--- src/common/ufc_pkg.sv ---
// constants and types for the serial port control block
// Function
// [RQ1] identification bits 7:6 read ones while fifo mode is enabled
// [RQ2] identification code per highest pending source, none reads 0001
// [RQ3] each pending source clears on its own documented read or write
// [RQ4] timeout raised when fifo non-empty and idle for four character times
// [RQ5] write to offset 2 is fifo control, read is identification, any latch select
// [RQ6] fifo enable bit set enables both fifos; clearing disables and empties them
// [RQ7] host writes enable bit one whenever it writes other fifo control bits
// [RQ8] flush bits empty the chosen fifo and clear themselves
// [RQ9] dma mode bit ignored, no dma request outputs
// [RQ10] bits 5:4 of identification and fifo control are reserved, read zero
// [RQ11] receive trigger level 1, 4, 8 or 14 bytes from bits 7:6
// [RQ12] line control bits 1:0 select 5 to 8 data bits
// [RQ13] stop select gives 1, 1.5 for 5-bit or 2 stop bits
// [RQ14] receiver checks only the first stop bit
// [RQ15] parity enable inserts and checks a parity bit before the stop bit
// [RQ16] parity type bit selects odd when clear, even when set
// [RQ17] stick parity sends and expects the inverse of the parity type bit
// [RQ18] break bit forces transmit line low until cleared
// [RQ19] divisor latch select maps offsets 0 and 1 to divisor latches
// [RQ20] terminal ready and request to send pins are inverse of control bits 0, 1
// [RQ21] handshake control bit 2 is plain storage with no pin
// [RQ22] interrupt output released unless gate bit 3 is set
// [RQ23] loopback idles transmit at mark, loops data and handshake lines, pins inactive
// [RQ24] in loopback status interrupts come from control bits, still enabled per source
// [RQ25] in loopback status bits 7:4 follow the control bits
// [RQ26] identification value frozen while the host read is in progress
package ufc_pkg;
    localparam logic [2:0] OFS_DATA  = 3'h0;
    localparam logic [2:0] OFS_IEN   = 3'h1;
    localparam logic [2:0] OFS_IDENT = 3'h2;
    localparam logic [2:0] OFS_LINE  = 3'h3;
    localparam logic [2:0] OFS_HSC   = 3'h4;
    localparam logic [2:0] OFS_LSTAT = 3'h5;
    localparam logic [2:0] OFS_HSTAT = 3'h6;
    localparam logic [2:0] OFS_SCR   = 3'h7;
    localparam logic [7:0] LINE_RESET = 8'h00;
    localparam logic [4:0] HSC_RESET  = 5'h00;
    localparam logic [3:0] ID_NONE  = 4'h1;
    localparam logic [3:0] ID_LINE  = 4'h6;
    localparam logic [3:0] ID_DATA  = 4'h4;
    localparam logic [3:0] ID_TMO   = 4'hc;
    localparam logic [3:0] ID_THRE  = 4'h2;
    localparam logic [3:0] ID_MODEM = 4'h0;
    localparam int FIFO_DEPTH = 16;
    localparam logic [15:0] DIV_RESET = 16'h0001;
    localparam logic [3:0] OVERSAMPLE = 4'hf;
    localparam int TMO_CHARS = 4;

    typedef struct packed {
        logic [7:0] dat;
        logic       par_err;
        logic       frm_err;
        logic       brk;
    } ufc_rx_entry_t;

    typedef enum logic [1:0] { UFC_IDLE, UFC_START, UFC_BITS, UFC_STOP } ufc_state_t;
endpackage

--- src/design/ufc_uart.sv ---
// serial port control: registers, fifos, interrupt id, line format, loopback
`timescale 1ns/1ps
module ufc_uart
    import ufc_pkg::*;
(
    // clock and reset
    input  wire logic        sys_clk,
    input  wire logic        sys_rst,
    // wishbone slave
    input  wire logic        wb_cyc_i,
    input  wire logic        wb_stb_i,
    input  wire logic        wb_we_i,
    input  wire logic [2:0]  wb_adr_i,
    input  wire logic [7:0]  wb_dat_i,
    output logic      [7:0]  wb_dat_o,
    output logic             wb_ack_o,
    // serial line
    input  wire logic        rxd,
    output logic             txd,
    // handshake pins
    input  wire logic        clear_to_send_n,
    input  wire logic        data_set_ready_n,
    input  wire logic        ring_indicator_n,
    input  wire logic        carrier_detect_n,
    output logic             terminal_ready_n,
    output logic             request_to_send_n,
    // interrupt pin, tri-state as output plus enable (low drives)
    output logic             irq_o,
    output logic             irq_oe_n
);
    logic [7:0]  line_format_control;
    logic [4:0]  handshake_control;
    logic [3:0]  int_enable;
    logic [7:0]  scratch;
    logic [15:0] divisor;
    logic        fifo_en;
    logic [1:0]  trig_sel;
    logic [7:0]  thr_fifo [FIFO_DEPTH];
    ufc_rx_entry_t rx_fifo [FIFO_DEPTH];
    logic [3:0]  tx_wp, tx_rp, rx_wp, rx_rp;
    logic [4:0]  tx_cnt, rx_cnt;
    logic [3:0]  lstat_err;   // overrun, parity, framing, break
    logic [3:0]  hs_delta;
    logic [3:0]  hs_prev;
    logic        thre_int;
    logic [7:0]  ident_frz;
    logic        ack_d;
    logic        rx_s1, rx_s2, rx_s3;
    logic [3:0]  hp_q;  // filtered handshake levels
    logic [3:0]  hp_s1, hp_s2, hp_s3;

    function automatic logic [4:0] trig_level(input logic [1:0] sel);
        case (sel)
            2'b00:   trig_level = 5'd1;
            2'b01:   trig_level = 5'd4;
            2'b10:   trig_level = 5'd8;
            default: trig_level = 5'd14;  // [RQ11]
        endcase
    endfunction

    function automatic logic [3:0] data_bits(input logic [1:0] wl);
        data_bits = 4'd5 + {2'b00, wl};  // [RQ12]
    endfunction

    wire logic bus_req  = wb_cyc_i & wb_stb_i & ~wb_ack_o;
    wire logic wr       = bus_req & wb_we_i;
    wire logic rd       = bus_req & ~wb_we_i;
    wire logic divisor_latch_select     = line_format_control[7];
    wire logic loop     = handshake_control[4];
    wire logic rd_buf   = rd & wb_adr_i == OFS_DATA & ~divisor_latch_select;  // [RQ19]
    wire logic wr_thr   = wr & wb_adr_i == OFS_DATA & ~divisor_latch_select;
    wire logic wr_fcr   = wr & wb_adr_i == OFS_IDENT;  // [RQ5]
    wire logic rd_ident = rd & wb_adr_i == OFS_IDENT;
    wire logic rd_lstat = rd & wb_adr_i == OFS_LSTAT;
    wire logic rd_hstat = rd & wb_adr_i == OFS_HSTAT;

    // baud tick at 16x from divisor; one-cycle enable
    logic [15:0] baud_cnt;
    logic        tick;
    always_ff @(posedge sys_clk) begin
        tick <= 1'b0;
        if (sys_rst || (wr && divisor_latch_select && wb_adr_i <= OFS_IEN)) begin
            baud_cnt <= '0;  // reload immediately on latch write
        end else if (baud_cnt + 16'h1 >= divisor || divisor == '0) begin
            baud_cnt <= '0;
            tick     <= 1'b1;
        end else begin
            baud_cnt <= baud_cnt + 16'h1;
        end
    end

    // software registers
    always_ff @(posedge sys_clk) begin
        if (sys_rst) begin
            line_format_control <= LINE_RESET;
            handshake_control   <= HSC_RESET;
            int_enable          <= '0;
            scratch             <= '0;
            divisor             <= DIV_RESET;
            fifo_en             <= 1'b0;
            trig_sel            <= '0;
        end else if (wr) begin
            case (wb_adr_i)
                OFS_DATA:  if (divisor_latch_select) divisor[7:0] <= wb_dat_i;  // [RQ19]
                OFS_IEN:   if (divisor_latch_select) divisor[15:8] <= wb_dat_i; else int_enable <= wb_dat_i[3:0];
                OFS_IDENT: begin
                    fifo_en <= wb_dat_i[0];  // [RQ6]
                    // other bits only take effect with enable set; dma bit dropped
                    if (wb_dat_i[0]) trig_sel <= wb_dat_i[7:6];  // [RQ7] [RQ9]
                end
                OFS_LINE:  line_format_control <= wb_dat_i;
                OFS_HSC:   handshake_control <= wb_dat_i[4:0];  // [RQ21]
                OFS_SCR:   scratch <= wb_dat_i;
                default:   ;
            endcase
        end
    end

    wire logic rx_flush = wr_fcr & (~wb_dat_i[0] | wb_dat_i[1]);  // [RQ8] [RQ6]
    wire logic tx_flush = wr_fcr & (~wb_dat_i[0] | wb_dat_i[2]);  // [RQ8] [RQ6]
    wire logic [4:0] depth = fifo_en ? 5'd16 : 5'd1;

    // transmitter: holding fifo plus shift engine
    ufc_state_t  tx_st;
    logic [10:0] tx_sh;
    logic [3:0]  tx_left, tx_os;
    logic        tx_half, tx_line;
    wire logic   tx_pop = tx_st == UFC_IDLE && tx_cnt != '0;
    wire logic   par_bit_tx = line_format_control[5] ? ~line_format_control[4] :  // [RQ17]
                              ^thr_fifo[tx_rp] ^ ~line_format_control[4];        // [RQ16]
    always_ff @(posedge sys_clk) begin
        if (sys_rst) begin
            tx_st <= UFC_IDLE; tx_line <= 1'b1; tx_left <= '0; tx_os <= '0; tx_half <= 1'b0;
            tx_sh <= '1;
        end else if (tx_pop) begin
            // frame: data, optional parity, stop bits; start sent first
            tx_sh   <= {3'b111, (thr_fifo[tx_rp] & (8'hff >> (4'd8 - data_bits(line_format_control[1:0]))))};
            if (line_format_control[3]) tx_sh[data_bits(line_format_control[1:0])] <= par_bit_tx;  // [RQ15]
            tx_left <= data_bits(line_format_control[1:0]) + {3'b000, line_format_control[3]};
            tx_half <= line_format_control[2] && line_format_control[1:0] == 2'b00;  // [RQ13]
            tx_line <= 1'b0;
            tx_os   <= '0;
            tx_st   <= UFC_BITS;
        end else if (tick && tx_st != UFC_IDLE) begin
            tx_os <= tx_os + 4'h1;
            if (tx_st == UFC_STOP && tx_half && tx_left == 4'h1 && tx_os == 4'h7) begin
                tx_st <= UFC_IDLE;  // half stop done
            end else if (tx_os == OVERSAMPLE) begin
                case (tx_st)
                    UFC_BITS: begin
                        tx_line <= tx_sh[0];
                        tx_sh   <= {1'b1, tx_sh[10:1]};
                        if (tx_left == 4'h1) tx_st <= UFC_START;
                        tx_left <= tx_left - 4'h1;
                    end
                    UFC_START: begin
                        tx_line <= 1'b1;  // first stop bit, held a full bit time
                        tx_st   <= UFC_STOP;
                        tx_left <= line_format_control[2] ? 4'h2 : 4'h1;  // [RQ13]
                    end
                    UFC_STOP:  if (tx_left == 4'h1) tx_st <= UFC_IDLE; else tx_left <= tx_left - 4'h1;
                    default:   tx_st <= UFC_IDLE;
                endcase
            end
        end
    end

    always_ff @(posedge sys_clk) begin
        if (sys_rst || tx_flush) begin
            tx_wp <= '0; tx_rp <= '0; tx_cnt <= '0;  // [RQ8]
        end else begin
            if (wr_thr && tx_cnt < depth) begin
                thr_fifo[tx_wp] <= wb_dat_i;
                tx_wp <= tx_wp + 4'h1;
            end
            if (tx_pop) tx_rp <= tx_rp + 4'h1;
            tx_cnt <= tx_cnt + {4'h0, wr_thr && tx_cnt < depth} - {4'h0, tx_pop};
        end
    end

    // receiver input: 3-stage sync, change accepted when stages 2 and 3 agree
    logic rx_q;
    always_ff @(posedge sys_clk) begin
        if (sys_rst) begin
            rx_s1 <= '1; rx_s2 <= '1; rx_s3 <= '1; rx_q <= 1'b1;
            hp_s1 <= '1; hp_s2 <= '1; hp_s3 <= '1; hp_q <= '1;
        end else begin
            rx_s1 <= rxd; rx_s2 <= rx_s1; rx_s3 <= rx_s2;
            hp_s1 <= {carrier_detect_n, ring_indicator_n, data_set_ready_n, clear_to_send_n};
            hp_s2 <= hp_s1; hp_s3 <= hp_s2;
            if (rx_s2 == rx_s3) rx_q <= rx_s3;
            if (hp_s2 == hp_s3) hp_q <= hp_s3;
        end
    end

    wire logic rx_in = loop ? tx_line : rx_q;  // [RQ23]

    // receiver engine
    ufc_state_t  rx_st;
    logic [3:0]  rx_os, rx_left;
    logic [8:0]  rx_sh;
    logic        rx_zero, rx_push;
    ufc_rx_entry_t rx_word;
    wire logic [3:0] rx_bits = data_bits(line_format_control[1:0]) + {3'b000, line_format_control[3]};
    always_ff @(posedge sys_clk) begin
        rx_push <= 1'b0;
        if (sys_rst) begin
            rx_st <= UFC_IDLE; rx_os <= '0; rx_left <= '0; rx_sh <= '0; rx_zero <= 1'b0; rx_word <= '0;
        end else if (tick) begin
            rx_os <= rx_os + 4'h1;
            case (rx_st)
                UFC_IDLE: begin
                    rx_os <= '0;
                    if (!rx_in) rx_st <= UFC_START;
                end
                UFC_START: if (rx_os == 4'h7) begin
                    rx_os <= '0;
                    rx_st <= rx_in ? UFC_IDLE : UFC_BITS;
                    rx_left <= rx_bits; rx_zero <= 1'b1; rx_sh <= '0;
                end
                UFC_BITS: if (rx_os == OVERSAMPLE) begin
                    rx_sh   <= {rx_in, rx_sh[8:1]};
                    rx_zero <= rx_zero & ~rx_in;
                    rx_left <= rx_left - 4'h1;
                    if (rx_left == 4'h1) rx_st <= UFC_STOP;
                end
                UFC_STOP: if (rx_os == OVERSAMPLE) begin
                    // only the first stop bit is sampled, extra stops look idle
                    rx_st <= UFC_IDLE;  // [RQ14]
                    rx_push <= 1'b1;
                    rx_word.dat <= 8'(rx_sh >> (4'd9 - rx_bits)) & (8'hff >> (4'd8 - data_bits(line_format_control[1:0])));
                    rx_word.par_err <= line_format_control[3] &&  // [RQ15]
                        (line_format_control[5] ? rx_sh[8] != ~line_format_control[4] :  // [RQ17]
                         (^(rx_sh >> (4'd9 - rx_bits))) != ~line_format_control[4]);  // [RQ16]
                    rx_word.frm_err <= ~rx_in;
                    rx_word.brk <= rx_zero & ~rx_in;
                end
                default: rx_st <= UFC_IDLE;
            endcase
        end
    end

    // receive fifo and character-time idle counter
    logic [9:0] idle_cnt;  // counts ticks; receiver holds rx_os at zero while idle
    wire logic  rx_full = rx_cnt >= depth;
    wire logic  rx_pop  = rd_buf && rx_cnt != '0;
    always_ff @(posedge sys_clk) begin
        if (sys_rst || rx_flush) begin
            rx_wp <= '0; rx_rp <= '0; rx_cnt <= '0;  // [RQ8] [RQ6]
        end else begin
            if (rx_push && !rx_full) begin
                rx_fifo[rx_wp] <= rx_word;
                rx_wp <= rx_wp + 4'h1;
            end
            if (rx_pop) rx_rp <= rx_rp + 4'h1;
            rx_cnt <= rx_cnt + {4'h0, rx_push && !rx_full} - {4'h0, rx_pop};
        end
    end

    wire logic [9:0] tmo_limit = 10'(TMO_CHARS * (32'd1 + OVERSAMPLE) * (32'd3 + rx_bits));
    always_ff @(posedge sys_clk) begin
        if (sys_rst || rx_push || rx_pop || rx_cnt == '0) idle_cnt <= '0;
        else if (tick && idle_cnt != tmo_limit) idle_cnt <= idle_cnt + 10'h1;
    end
    wire logic tmo_pend = fifo_en && rx_cnt != '0 && idle_cnt == tmo_limit;  // [RQ4]

    // line status errors: set wins over clear on the read
    always_ff @(posedge sys_clk) begin
        if (sys_rst) lstat_err <= '0;
        else lstat_err <= (rd_lstat ? 4'h0 : lstat_err) |  // [RQ3]
            {rx_push & rx_word.brk, rx_push & rx_word.frm_err, rx_push & rx_word.par_err, rx_push & rx_full};
    end

    // handshake status, loopback sources from control bits
    wire logic [3:0] hs_now = loop ? {handshake_control[3], handshake_control[2],
                                      handshake_control[0], handshake_control[1]} : ~hp_q;  // [RQ25] [RQ24]
    always_ff @(posedge sys_clk) begin
        if (sys_rst) begin
            hs_prev <= '0; hs_delta <= '0;
        end else begin
            hs_prev <= hs_now;
            hs_delta <= (rd_hstat ? 4'h0 : hs_delta) |  // [RQ3]
                {hs_prev[3] ^ hs_now[3], hs_prev[2] & ~hs_now[2], hs_prev[1:0] ^ hs_now[1:0]};
        end
    end

    // transmit-empty interrupt: set on emptying, cleared by id read naming it or holding register write
    wire logic thr_empty = tx_cnt == '0;
    logic thr_empty_d;
    always_ff @(posedge sys_clk) begin
        if (sys_rst) begin
            thr_empty_d <= 1'b1; thre_int <= 1'b0;
        end else begin
            thr_empty_d <= thr_empty;
            if ((thr_empty && !thr_empty_d) || (wr && wb_adr_i == OFS_IEN && !divisor_latch_select && wb_dat_i[1] && thr_empty))
                thre_int <= 1'b1;
            else if (wr_thr || (rd_ident && ident_frz[3:0] == ID_THRE)) thre_int <= 1'b0;  // [RQ3]
        end
    end

    // priority encode
    wire logic data_pend = int_enable[0] && rx_cnt >= (fifo_en ? trig_level(trig_sel) : 5'd1);  // [RQ3]
    logic [3:0] id_code;
    always_comb begin
        if (int_enable[2] && lstat_err != '0)         id_code = ID_LINE;
        else if (data_pend)                           id_code = ID_DATA;
        else if (int_enable[0] && tmo_pend)           id_code = ID_TMO;
        else if (int_enable[1] && thre_int)           id_code = ID_THRE;
        else if (int_enable[3] && hs_delta != '0)     id_code = ID_MODEM;  // [RQ24]
        else                                          id_code = ID_NONE;  // [RQ2]
    end

    // identification snapshot, held while host read in progress
    always_ff @(posedge sys_clk) begin
        if (sys_rst) ident_frz <= {4'h0, ID_NONE};
        else if (!(wb_cyc_i && wb_stb_i && wb_adr_i == OFS_IDENT && !wb_we_i))
            ident_frz <= {{2{fifo_en}}, 2'b00, id_code};  // [RQ26] [RQ1] [RQ10]
    end

    // read mux and single-wait-state ack
    always_ff @(posedge sys_clk) begin
        if (sys_rst) begin
            wb_ack_o <= 1'b0; wb_dat_o <= '0;
        end else begin
            wb_ack_o <= bus_req;
            if (rd) begin
                case (wb_adr_i)
                    OFS_DATA:  wb_dat_o <= divisor_latch_select ? divisor[7:0] : rx_fifo[rx_rp].dat;
                    OFS_IEN:   wb_dat_o <= divisor_latch_select ? divisor[15:8] : {4'h0, int_enable};
                    OFS_IDENT: wb_dat_o <= ident_frz;
                    OFS_LINE:  wb_dat_o <= line_format_control;
                    OFS_HSC:   wb_dat_o <= {3'b000, handshake_control};
                    OFS_LSTAT: wb_dat_o <= {1'b0, thr_empty && tx_st == UFC_IDLE, thr_empty, lstat_err, rx_cnt != '0};
                    OFS_HSTAT: wb_dat_o <= {hs_now, hs_delta};
                    default:   wb_dat_o <= scratch;
                endcase
            end
        end
    end

    // pin outputs, registered
    always_ff @(posedge sys_clk) begin
        if (sys_rst) begin
            txd <= 1'b1; terminal_ready_n <= 1'b1; request_to_send_n <= 1'b1;
            irq_o <= 1'b0; irq_oe_n <= 1'b1;
        end else begin
            txd <= line_format_control[6] ? 1'b0 : (loop ? 1'b1 : tx_line);  // [RQ18] [RQ23]
            terminal_ready_n  <= loop | ~handshake_control[0];  // [RQ20] [RQ23]
            request_to_send_n <= loop | ~handshake_control[1];  // [RQ20]
            irq_o    <= id_code != ID_NONE;
            irq_oe_n <= ~handshake_control[3] | loop;  // [RQ22]
        end
    end
endmodule

--- config.mk ---
export PLATFORM = sky130hd
export DESIGN_NAME = ufc_uart
export DESIGN_NICKNAME = d
export VERILOG_FILES = /design/src/common/ufc_pkg.sv /design/src/design/ufc_uart.sv
export SDC_FILE = /design/constraint.sdc
export NUM_CORES = 1
export LEC_CHECK = 0
export BUFFER_PORTS_ARGS = -buffer_cell sky130_fd_sc_hd__buf_4
export CORE_MARGIN = 2
export CORE_UTILIZATION = 45
export DETAILED_ROUTE_END_ITERATION = 8
export PLACE_DENSITY = 0.7
export SLEW_MARGIN = 30
export SYNTH_ARGS = -nofsm -noshare
export SYNTH_HDL_FRONTEND = slang
export SYNTH_SLANG_ARGS = --single-unit
--- constraint.sdc ---
create_clock -name sys_clk -period 4.25 [get_ports sys_clk]
set_clock_uncertainty 0.2 [all_clocks]
set_input_delay 0.425 -clock sys_clk [delete_from_list [all_inputs] [get_ports sys_clk]]
set_output_delay 0.425 -clock sys_clk [all_outputs]
set_load 0.05 [all_outputs]
After elaboration in Yosys (flattened, before gate mapping)
Memories as Yosys holds them, arrays and structs flattened. A register that Yosys moved wholly into a read port is not among the register bits.
Index checks and enable logic that the tools add are counted.

storage, ports and cells
  memory bits (writable) = 304
  memories kept = 2
  flip-flop bits (word level) = 205
  input port bits = 21
  ROM bits = 0
  bits in latches = 0
  logic and storage cells = 336

cells by class
  reduce and logical (&&, ||, !) cells = 87
  div/mod/pow operators = 0
  $mul = 0
  $lt $le $gt $ge = 7
  equal/unequal tests = 40
  shift-type cells = 2
  $add $sub $neg = 19
  multiplexer cells = 79
  bitwise logic cells = 45

memories
  memory    words  width  rd ports  clocked after Yosys merged registers in  write ports  line            text
  rx_fifo   16     11     1         1                                        1            ufc_uart.sv:39  ufc_rx_entry_t rx_fifo [FIFO_DEPTH];
  thr_fifo  16     8      1         1                                        1            ufc_uart.sv:38  logic [7:0] thr_fifo [FIFO_DEPTH];

operator list
  operator                                                          count
  4-bit 2-to-1 mux                                                  19
  11-bit 2-to-1 mux                                                 6
  8-bit one-hot mux with 7 select lines                             1
  1-bit logical AND                                                 31
  2-bit 2-to-1 mux                                                  14
  4-bit by 1-bit adder with 4-bit output (second input constant)    6
  4-bit one-hot mux with 3 select lines                             2
  1-bit 2-to-1 mux                                                  23
  1-bit bitwise AND                                                 20
  4-bit AND reduction                                               5
  9-bit 2-to-1 mux                                                  2
  9-bit one-hot mux with 2 select lines                             1
  16-bit by 1-bit adder with 16-bit output (second input constant)  1
  8-bit bitwise AND                                                 2
  16-bit >= comparator                                              1
  16-bit logical NOT                                                1
  8-bit 2-to-1 mux                                                  2
  4-bit one-hot mux with 2 select lines                             2
  3-bit AND reduction                                               5
  2-bit nonzero test                                                7
  3-bit == test (second input constant)                             4
  2-bit != test (second input constant)                             6
  1-bit NOT                                                         12
  4-bit nonzero test                                                3
  58 further kinds                                                  103

Logic depth before layout (Yosys ltp)
Gate-level depths: netlist of run 1.

  depth in word-level cells = 10
  gate-level depth with buffers = 18
  mapped depth without buffers = 17

Worst setup path after synthesis of run 1
Ideal clock, no wire load.

  kind = register -> register
  start point = register line_format_control[0]
  end point = register rx_word[2] (netlist bit)
  path slack = 0.459 ns
  arrival = 3.520 ns
  stages on the path, launching flop included = 16
  required time = 3.980 ns
  path through = dfxtp_1 -> inv_1 -> ha_1 -> inv_1 -> fa_1 -> clkbuf_1 -> mux4_2 -> mux2i_1 -> nor2_1 -> xor2_1 -> xnor2_1 -> xnor3_1 -> o21ai_0 -> xnor2_1 -> nand3_1 -> a21oi_1

on the way
  word-level cells in the longest chain between the ends = 8

ends and longest elaborated chain
  element                                      line             text
  start, declared                              ufc_uart.sv:31   logic [7:0] line_format_control;
  start signal, assigned                       ufc_uart.sv:111  OFS_LINE: line_format_control <= wb_dat_i;
  3-bit by 2-bit adder with 4-bit output       ufc_uart.sv:62   data_bits = 4'd5 + {2'b00, wl};
  4-bit by 1-bit adder with 4-bit output       ufc_uart.sv:204  wire logic [3:0] rx_bits = data_bits(line_format_control[1:0]) + {3'b000, line_format_control[3]};
  4-bit subtractor                             ufc_uart.sv:234  (^(rx_sh >> (4'd9 - rx_bits))) != ~line_format_control[4]);
  9-bit by 4-bit >> shifter with 9-bit output  ufc_uart.sv:234
  9-bit XOR reduction                          ufc_uart.sv:234
  1-bit != test                                ufc_uart.sv:234
  1-bit 2-to-1 mux                             ufc_uart.sv:233  (line_format_control[5] ? rx_sh[8] != ~line_format_control[4] :
  1-bit logical AND                            ufc_uart.sv:232  rx_word.par_err <= line_format_control[3] &&
  end, declared                                ufc_uart.sv:203  ufc_rx_entry_t rx_word;

Every way passes these cells.
A chain may end at the register's enable or synchronous reset.

Worst setup path after layout of run 1
  start point = register baud_cnt[2]
  end point = register baud_cnt[13]

on the way
  word-level cells in the longest chain between the ends = 4

ends and longest elaborated chain
  element                                       line                            text
  start, declared                               ufc_uart.sv:78                  logic [15:0] baud_cnt;
  start signal, assigned                        ufc_uart.sv:88                  baud_cnt <= baud_cnt + 16'h1;
  16-bit by 1-bit adder with 16-bit output (*)  ufc_uart.sv:84, ufc_uart.sv:88
  16-bit >= comparator                          ufc_uart.sv:84                  end else if (baud_cnt + 16'h1 >= divisor || divisor == '0) begin
  1-bit logical OR                              ufc_uart.sv:84
  2-bit OR reduction (no line)                  -

Mark *: on every way between the ends. The rest lies on a longest branch, timed or not.

==> results of run 1 <==
[through the flow]
step / util, % / cells
after global routing: 51.7 / 2399
after CTS: 51.6 / 2399
after detailed placement: 47.9 / 2308
after floorplan: - / 1715
final: 51.7 / 2399
after global placement: 47.9 / 2308
[routing by layer]
metal / up-vias / global-route usage, % / wire, µm
li1: 6338 / - / -
met1: 6720 / 27.4 / 20500
met2: 446 / 32.8 / 22500
met3: 70 / 2.94 / 2890
met4: 2 / 6.15 / 1050
met5: - / 0 / 8
[where the power goes]
part / switching (mW) / leakage [nW] / total (mW) / internal [mW]
Combinational: 1.09 / 3.37 / 1.96 / 0.868
Clock: 1.73 / 0.813 / 4.34 / 2.61
Sequential: 0.120 / 4.06 / 5.00 / 4.88
Total: 2.95 / 8.25 / 11.3 / 8.36
[layout by cell type, fill, tap and decap left out, types with 6 or more instances in the layout]
cell type	instances
nor4b_1	6
a31oi_1	7
a211o_1	8
clkbuf_16	49
o21ai_0	47
inv_1	73
a211oi_1	9
a21o_1	10
dfxtp_1	211
nand2b_1	18
mux2_2	6
o21bai_1	8
nor4_1	11
or3_1	10
clkbuf_1	9
mux4_2	69
nand3_1	31
ha_1	77
a311oi_1	6
xor2_1	27
edfxtp_1	256
and3_1	9
o211ai_1	7
nand2_1	105
xnor2_1	43
nor2_1	215
nor2b_1	28
or2_2	19
a221oi_1	11
nand4_1	12
nor3_1	37
mux2i_1	71
bufinv_16	6
a21oi_1	79
clkinv_2	10
buf_4	74
and2_1	7
clkbuf_8	7
a22oi_1	33
[what timing repair did]
item | CTS | global route
endpoints found under the setup margin | 0 | 1
hold endpoints to repair | 5 | 0
resized for setup | 0 | 2
hold buffers | 5 | 0
[logic make-up (layout without fill, tap and decap cells)]
kind of cell             after synthesis  count (layout)
adder cells (fa/ha/maj)               80              80
XOR/XNOR                              73              73
multiplexers                         148             148
flip-flops                           469             469
AO/OA/AOI/OAI                        260             260
AND/OR/NAND/NOR                      526             526
buffers and inverters                159             243
[area by class of cell]
cell class / instances / area share, %
Clock buffer: 65 / 5.77
Clock inverter: 21 / 1.21
Inverter: 75 / 1.20
Multi-Input combinational cell: 1087 / 34.9
Sequential cell: 469 / 50.9
Tap cell: 600 / 3.20
Timing Repair Buffer: 82 / 2.83
[state kept, by name, indices dropped and copies added, names as in the netlist, 8 cells and up, named ones only]
name / cells
rx_sh: 9
divisor: 16
tx_sh: 11
rx_fifo: 128
wb_dat_o: 8
thr_fifo: 128
baud_cnt: 16
rx_word: 11
line_format_control: 8
scratch: 8
idle_cnt: 10
[how the worst max path moves through the flow]
stage / depth (start not counted) / end
floorplan: 15 / rx_word[2]
global placement: 14 / rx_word[2]
detailed placement: 14 / rx_word[2]
CTS: 14 / rx_word[2]
global route: 16 / baud_cnt[9]
finish: 16 / baud_cnt[13]
[critical path, delay by kind of cell (launching register included)]
kind	cells	cell delay, ps
xor+xnor	1	200
flops	1	380
fa+ha+maj	1	280
compound gates	4	760
simple gates	10	1960
==> results by group, run 1 <==
Global routing
  • Initial antenna violation count: 1
  • Pin count of the biggest net entering global routing: 79
  • Vias in the first global route: 13,300
  • First-pass GRT wire length: 74.3 mm
  • Total global-route track usage: 20.0%
  • Grt total ovfl: 0

Place
  • GPL Wtd Cong: 0.885
  • PortBufs: 34
  • Hpwl dp: 31.9 mm
  • Placed Area: 21,800 µm²
  • Pre-CTS WS: 249 ps

Synth
  • Post-synth top flop: edfxtp_1
  • Post-synth top cells: edfxtp_1 (256), nor2_1 (216), dfxtp_1 (213)
  • Synth Area in Adders: between 4 and 5%
  • XOR/XNOR share of the synthesized area: 3.21%
  • Largest area contributor in the netlist: edfxtp_1
  • Count leader, synth: edfxtp_1
  • Cells after synthesis: roughly 1,700
  • Post-synth cell types: 68
  • Avg Cell Area, Syn: between 10 and 15 µm²
  • Synth Area in Compound Gates: 8.10%
  • Yosys warns: 0
  • Synth top area cells: edfxtp_1 (37%), dfxtp_1 (21%), mux4_2 (7.5%)
  • Async SR Flop Fraction: 0%
  • Post-synth top area share: 37.0%
  • Post-synthesis mux area share: a little under an eighth
  • Seq cells post-synth: 469
  • Mapped Area: 20,800 µm²
  • Post-synthesis net count: 1,816
  • Largest family of logic cells by synthesized area: simple AND/OR/NAND/NOR gates
  • Post-synth EDFFs: around 260
  • Sequential element share of the synthesized area: 57.6%
  • Synth Area in Simple Gates: 11.8%

Power and ir drop
  • VDD IR max: 396 µV
  • Tot Pwr: about 11 mW
  • Pwr/cell area: 481 nW/µm²
  • Leakage Power: 8.25 nW

Drt
  • Routed wire length per instance: 19.6 µm
  • Overall routed net length: 47.0 mm
  • DRC errors left: 0
  • Vias: 13,600
  • Drt pass-1 iters: 6
  • DR iter-0 viols: 1,203
  • Final ANT Viol Nets: 0
  • Routed vias/inst: roughly 5.7

Die
  • Die area: between 40,000 and 50,000 µm²
  • IO Pins: 35
  • Row count: 78
  • Die Ht: 219 µm
  • Initial core utilization: 45.7%
  • Die width: 219 µm
  • Core Box Area: around 45,000 µm²

Worst setup path
  • Critical path required time: 4550 ps
  • Setup crit start: baud_cnt[2]
  • CP max stage delay: 440 ps
  • Worst R2R Path Depth: 16
  • Critical path peak fanout: 16
  • Critical path, cell by cell: nand3_1 -> nor2_1 -> and4_1 -> nand2_1 -> or2_2 -> nor2_1 -> xor2_1 -> ha_1 -> a21oi_1 -> nor2b_1 -> o21ai_0 -> o211ai_1 -> or4_1 -> a211oi_1 -> nor2_2 -> nor2b_1
  • Critical path class: reg2reg
  • Worst R2R End: baud_cnt[13]
  • CP startpoint kind: flop
  • Slowest library cell on the worst path: or4_1
  • Worst reg2reg setup slack: 380 ps
  • Data arrival, critical path: roughly 4200 ps
  • Crit end category: flop
  • Start of the worst register-to-register path: baud_cnt[2]

Clock tree
  • H-tree depth: 2
  • Inserted Clock Buffers: 47
  • Post-CTS setup buffer count: 0
  • Clk buf depth: 3
  • Clock sinks: 469
  • Clock-pin slew on the worst setup and hold paths: 60 ps
  • Clk_lat worst skew: 580 ps
  • CTS tree: done
  • Root Buffer: clkbuf_16

Final layout
  • Layout cell share with drive strength beyond 1: about 14%
  • N_diodes: 0
  • Reg area: between 10,000 and 15,000 µm²
  • Nets: 1,863
  • Fillers: 3,884
  • Post-route cell area: roughly 23,000 µm²
  • Area of the multi-input gates: 8200 µm²
  • Area Growth Syn to Fin: 13.1%

STA
  • # setup viols final: 0
  • Tightest hold margin: 55.1 ps
  • Min Clock Period, post-route: 3870 ps
  • Achievable Freq: 0.259 GHz
  • Relative slew slack: approximately 37%
  • Worst-Margin Slew: around 940 ps
  • Count of final hold-check violations: 0
  • Unrepaired setup endpoints after global routing: no
  • Final setup TNS: 0 ps
  • Setup ws final: 383 ps
  • Final-report max-slew violation count: 0
  • Fin crit share: between 90% and 100%

Min path
  • Hold depth: 1
  • Hold Crit Class: in2reg
  • Hold EP: thr_fifo[1][4]
  • Beginning of the worst hold path: wb_dat_i[4]

Flow run
  • Max-cap violations: 0

Status
  • Outcome: finished clean
Note: power is estimated with default switching activity, not from simulation.
==> inputs of run 2 (changes only) <==
--- a/config.mk
+++ b/config.mk
@@ -9,7 +9,8 @@
 export CORE_MARGIN = 2
 export CORE_UTILIZATION = 45
 export DETAILED_ROUTE_END_ITERATION = 8
-export PLACE_DENSITY = 0.7
+export PLACE_DENSITY = 0.73
+export RECOVER_POWER = 50
 export SLEW_MARGIN = 30
 export SYNTH_ARGS = -nofsm -noshare
 export SYNTH_HDL_FRONTEND = slang
==> constraint.sdc (replaced) <==
create_clock -name sys_clk -period 3.4 [get_ports sys_clk]
set_clock_uncertainty 0.2 [all_clocks]
set_input_delay 0.34 -clock sys_clk [delete_from_list [all_inputs] [get_ports sys_clk]]
set_output_delay 0.34 -clock sys_clk [all_outputs]
set_load 0.05 [all_outputs]
==> run 2 against run 1 <==
The run now ends with capacitance limit, slew limit left. Critical path type unchanged. Wire length rose by 5.5%. Count of clock-buffer cells in the layout fell by 5. Total power rose by 32%. Largest power group unchanged. Non-clock buffer count rose by 90.
==> results by group, run 2 (same netlist as run 1, synthesis figures left out) <==
Drt
  • Routed vias/inst: 5.64 (-0.25%)
  • DRC errors left: 0 (unchanged)
  • Final ANT Viol Nets: 0 (unchanged)
  • Vias: 14,100 (+3.7%)
  • Drt pass-1 iters: 5 (-1)
  • Overall routed net length: 49.6 mm (+5.5%)
  • Routed wire length per instance: 19.9 µm (+1.5%)
  • DR iter-0 viols: 1,311 (+9.0%)

Final layout
  • Nets: 1,955 (+4.9%)
  • Area Growth Syn to Fin: 18.5%
  • Fillers: 3,786 (-2.5%)
  • Top Registers: rx_fifo x128, thr_fifo x128
  • N_diodes: 0 (unchanged)
  • Most frequent cells in the layout: edfxtp_1 (256), nor2_1 (213), dfxtp_1 (206), buf_4 (117), nand2_1 (103)
  • Layout cell share with drive strength beyond 1: 19.1% (+4.8 points)
  • Final Core Density: 54.1% (+2.4 points)
  • Most common cell after layout, fill and taps aside: edfxtp_1

Global routing
  • Vias in the first global route: 14,000 (+5.3%)
  • Initial antenna violation count: 1 (unchanged)
  • Pin count of the biggest net entering global routing: 78 (-1.3%)
  • Total global-route track usage: 20.9% (+0.91 points)
  • Grt total ovfl: 0 (unchanged)
  • First-pass GRT wire length: 77.3 mm (+4.1%)

Clock tree
  • H-tree depth: 2 (unchanged)
  • Clock-pin slew on the worst setup and hold paths: 60 ps (about the same)
  • Clk buf depth: 3 (unchanged)
  • Clock sinks: 469 (unchanged)
  • CTS tree: done
  • Clk_lat worst skew: 610 ps (+30 ps)
  • Inserted Clock Buffers: 48 (+2.1%)
  • Root Buffer: clkbuf_16

Power and ir drop
  • Int Power: 11.0 mW (+32%)
  • Clock Power Share: 38.5% (about the same)
  • Gate power share: 19.7% (+2.4 points)
  • Pwr/cell area: 608 nW/µm² (+26%)
  • Sequential power share: 41.8% (-2.5 points)
  • Sw Share: 26.3% (+0.17 points)
  • Leakage Power: 8.70 nW (+5.4%)
  • NetSw: 3.93 mW (+33%)
  • VDD IR max: 473 µV (+19%)

Die
  • Initial core utilization: 45.7% (unchanged)
  • Die width: 219 µm (unchanged)
  • Die area: 47,900 µm² (unchanged)
  • IO Pins: 35 (unchanged)
  • Row count: 78 (unchanged)
  • Die Ht: 219 µm (unchanged)
  • Core Box Area: 45,500 µm² (unchanged)

Status
  • Violated checks: capacitance limit, slew limit
  • Outcome: finished with violations

Worst setup path
  • Crit end category: flop
  • Worst reg2reg setup slack: 30 ps (-360 ps)
  • Critical path, cell by cell: inv_2 -> ha_4 -> inv_2 -> fa_2 -> ha_1 -> buf_4 -> o21a_1 -> nor2_1 -> xnor2_1 -> xnor3_1 -> o21ai_2 -> xnor2_1 -> nand3_1 -> a21oi_2
  • CP startpoint kind: flop
  • Critical path class: reg2reg
  • Data arrival, critical path: 3690 ps (-470 ps)
  • CP max stage delay: 590 ps (+150 ps)
  • Critical path required time: 3720 ps (-830 ps)
  • Critical path peak fanout: 8 (-8)
  • Top delay family on crit path: adder cells
  • Crit path buf inv count: 3 (+3)
  • Slowest library cell on the worst path: fa_2

STA
  • Fin crit share: 99.2% (+8.3 points)
  • Final-report max-slew violation count: 22 (+22)
  • Tightest hold margin: 49.0 ps (-6.08 ps)
  • Worst-Margin Slew: 1500 ps (+561 ps)
  • Relative slew slack: -0.0535% (-37 points)
  • # setup viols final: 0 (unchanged)
  • Unrepaired setup endpoints after global routing: yes
  • Min Clock Period, post-route: 3370 ps (-492 ps)
  • Achievable Freq: 0.296 GHz (+15%)
  • Count of final hold-check violations: 0 (unchanged)

Place
  • PortBufs: 34 (unchanged)
  • GPL Wtd Cong: 0.923 (+4.4%)
  • Hpwl dp: 33.2 mm (+4.0%)

Flow run
  • Max-cap violations: 1 (+1)

Min path
  • Hold Crit Class: in2reg
run 2: changes by cell type in the layout (fill, tap and decap cells not counted), sizes merged:
cell         previous run  this run
buf                    77       129
clkbuf                 65        88
dlygate4sd3             5        15
bufinv                  6        10
clkinvlp                0         3
inv                    75        78
clkinv                 15        13
nor2                  216       217
run 2: what timing repair did:
action | CTS | global route
gates resized for setup | 30 | 35
setup endpoints to repair | 18 | 25
cloned | 3 | 1
hold buffers | 15 | 0
hold endpoints to repair | 142 | 0
pin swaps | 19 | 17
setup buffers | 16 | 6
run 2: tightest hold or removal path, delay by kind of cell:
family        cells  cell delay, ps
buf+inv           1             110
simple gates      2             330
run 2: metal layers:
layer  wire length, µm  track usage [%]
met3              3640             4.28
met5                11                0
met1             20600             27.1
met2             23800             34.9
met4              1540             7.25
run 2: path summary, 6_finish.rpt:
check | depth (start not counted) | endpoint | from
min reg2reg | 1 | hp_s2[1] | hp_s1[1]
max | 14 | rx_word[2] | line_format_control[0]
min | 3 | wb_ack_o | wb_stb_i
max reg2reg | 14 | rx_word[2] | line_format_control[0]
run 2: layout make-up:
class	count	area, µm²	area share, %
inverter	75	282	1.14
timing repair buffer	172	1380	5.59
clock inverter	29	434	1.77
multi-input combinational	1088	8480	34.5
tap	600	751	3.05
sequential	469	12000	48.6
clock buffer	60	1320	5.35
run 2: power by group through the flow:
stage	sequential (mW)	combinational, mW	clock (mW)
2_1_floorplan	6.32	1.92	0
3_3_place_gp	6.34	2.44	0
3_5_place_dp	6.35	2.53	0
4_1_cts	6.24	2.67	5.86
5_1_grt	6.27	3.19	6.08
6_report	6.25	2.94	5.76
run 2: per-stage QoR:
step	cell area [µm²]	TNS (ps)	total power, mW	std cells	setup slack, ps
after floorplan	20800	-76.8	8.24	1715	-76.8
after global placement	22300	-54.1	8.78	2364	-54.1
after detailed placement	22300	-1400	8.88	2364	-102
after CTS	24500	-530	14.8	2486	-53.0
after global routing	24600	-2150	15.5	2493	-168
final	24600	0	15.0	2493	25.5
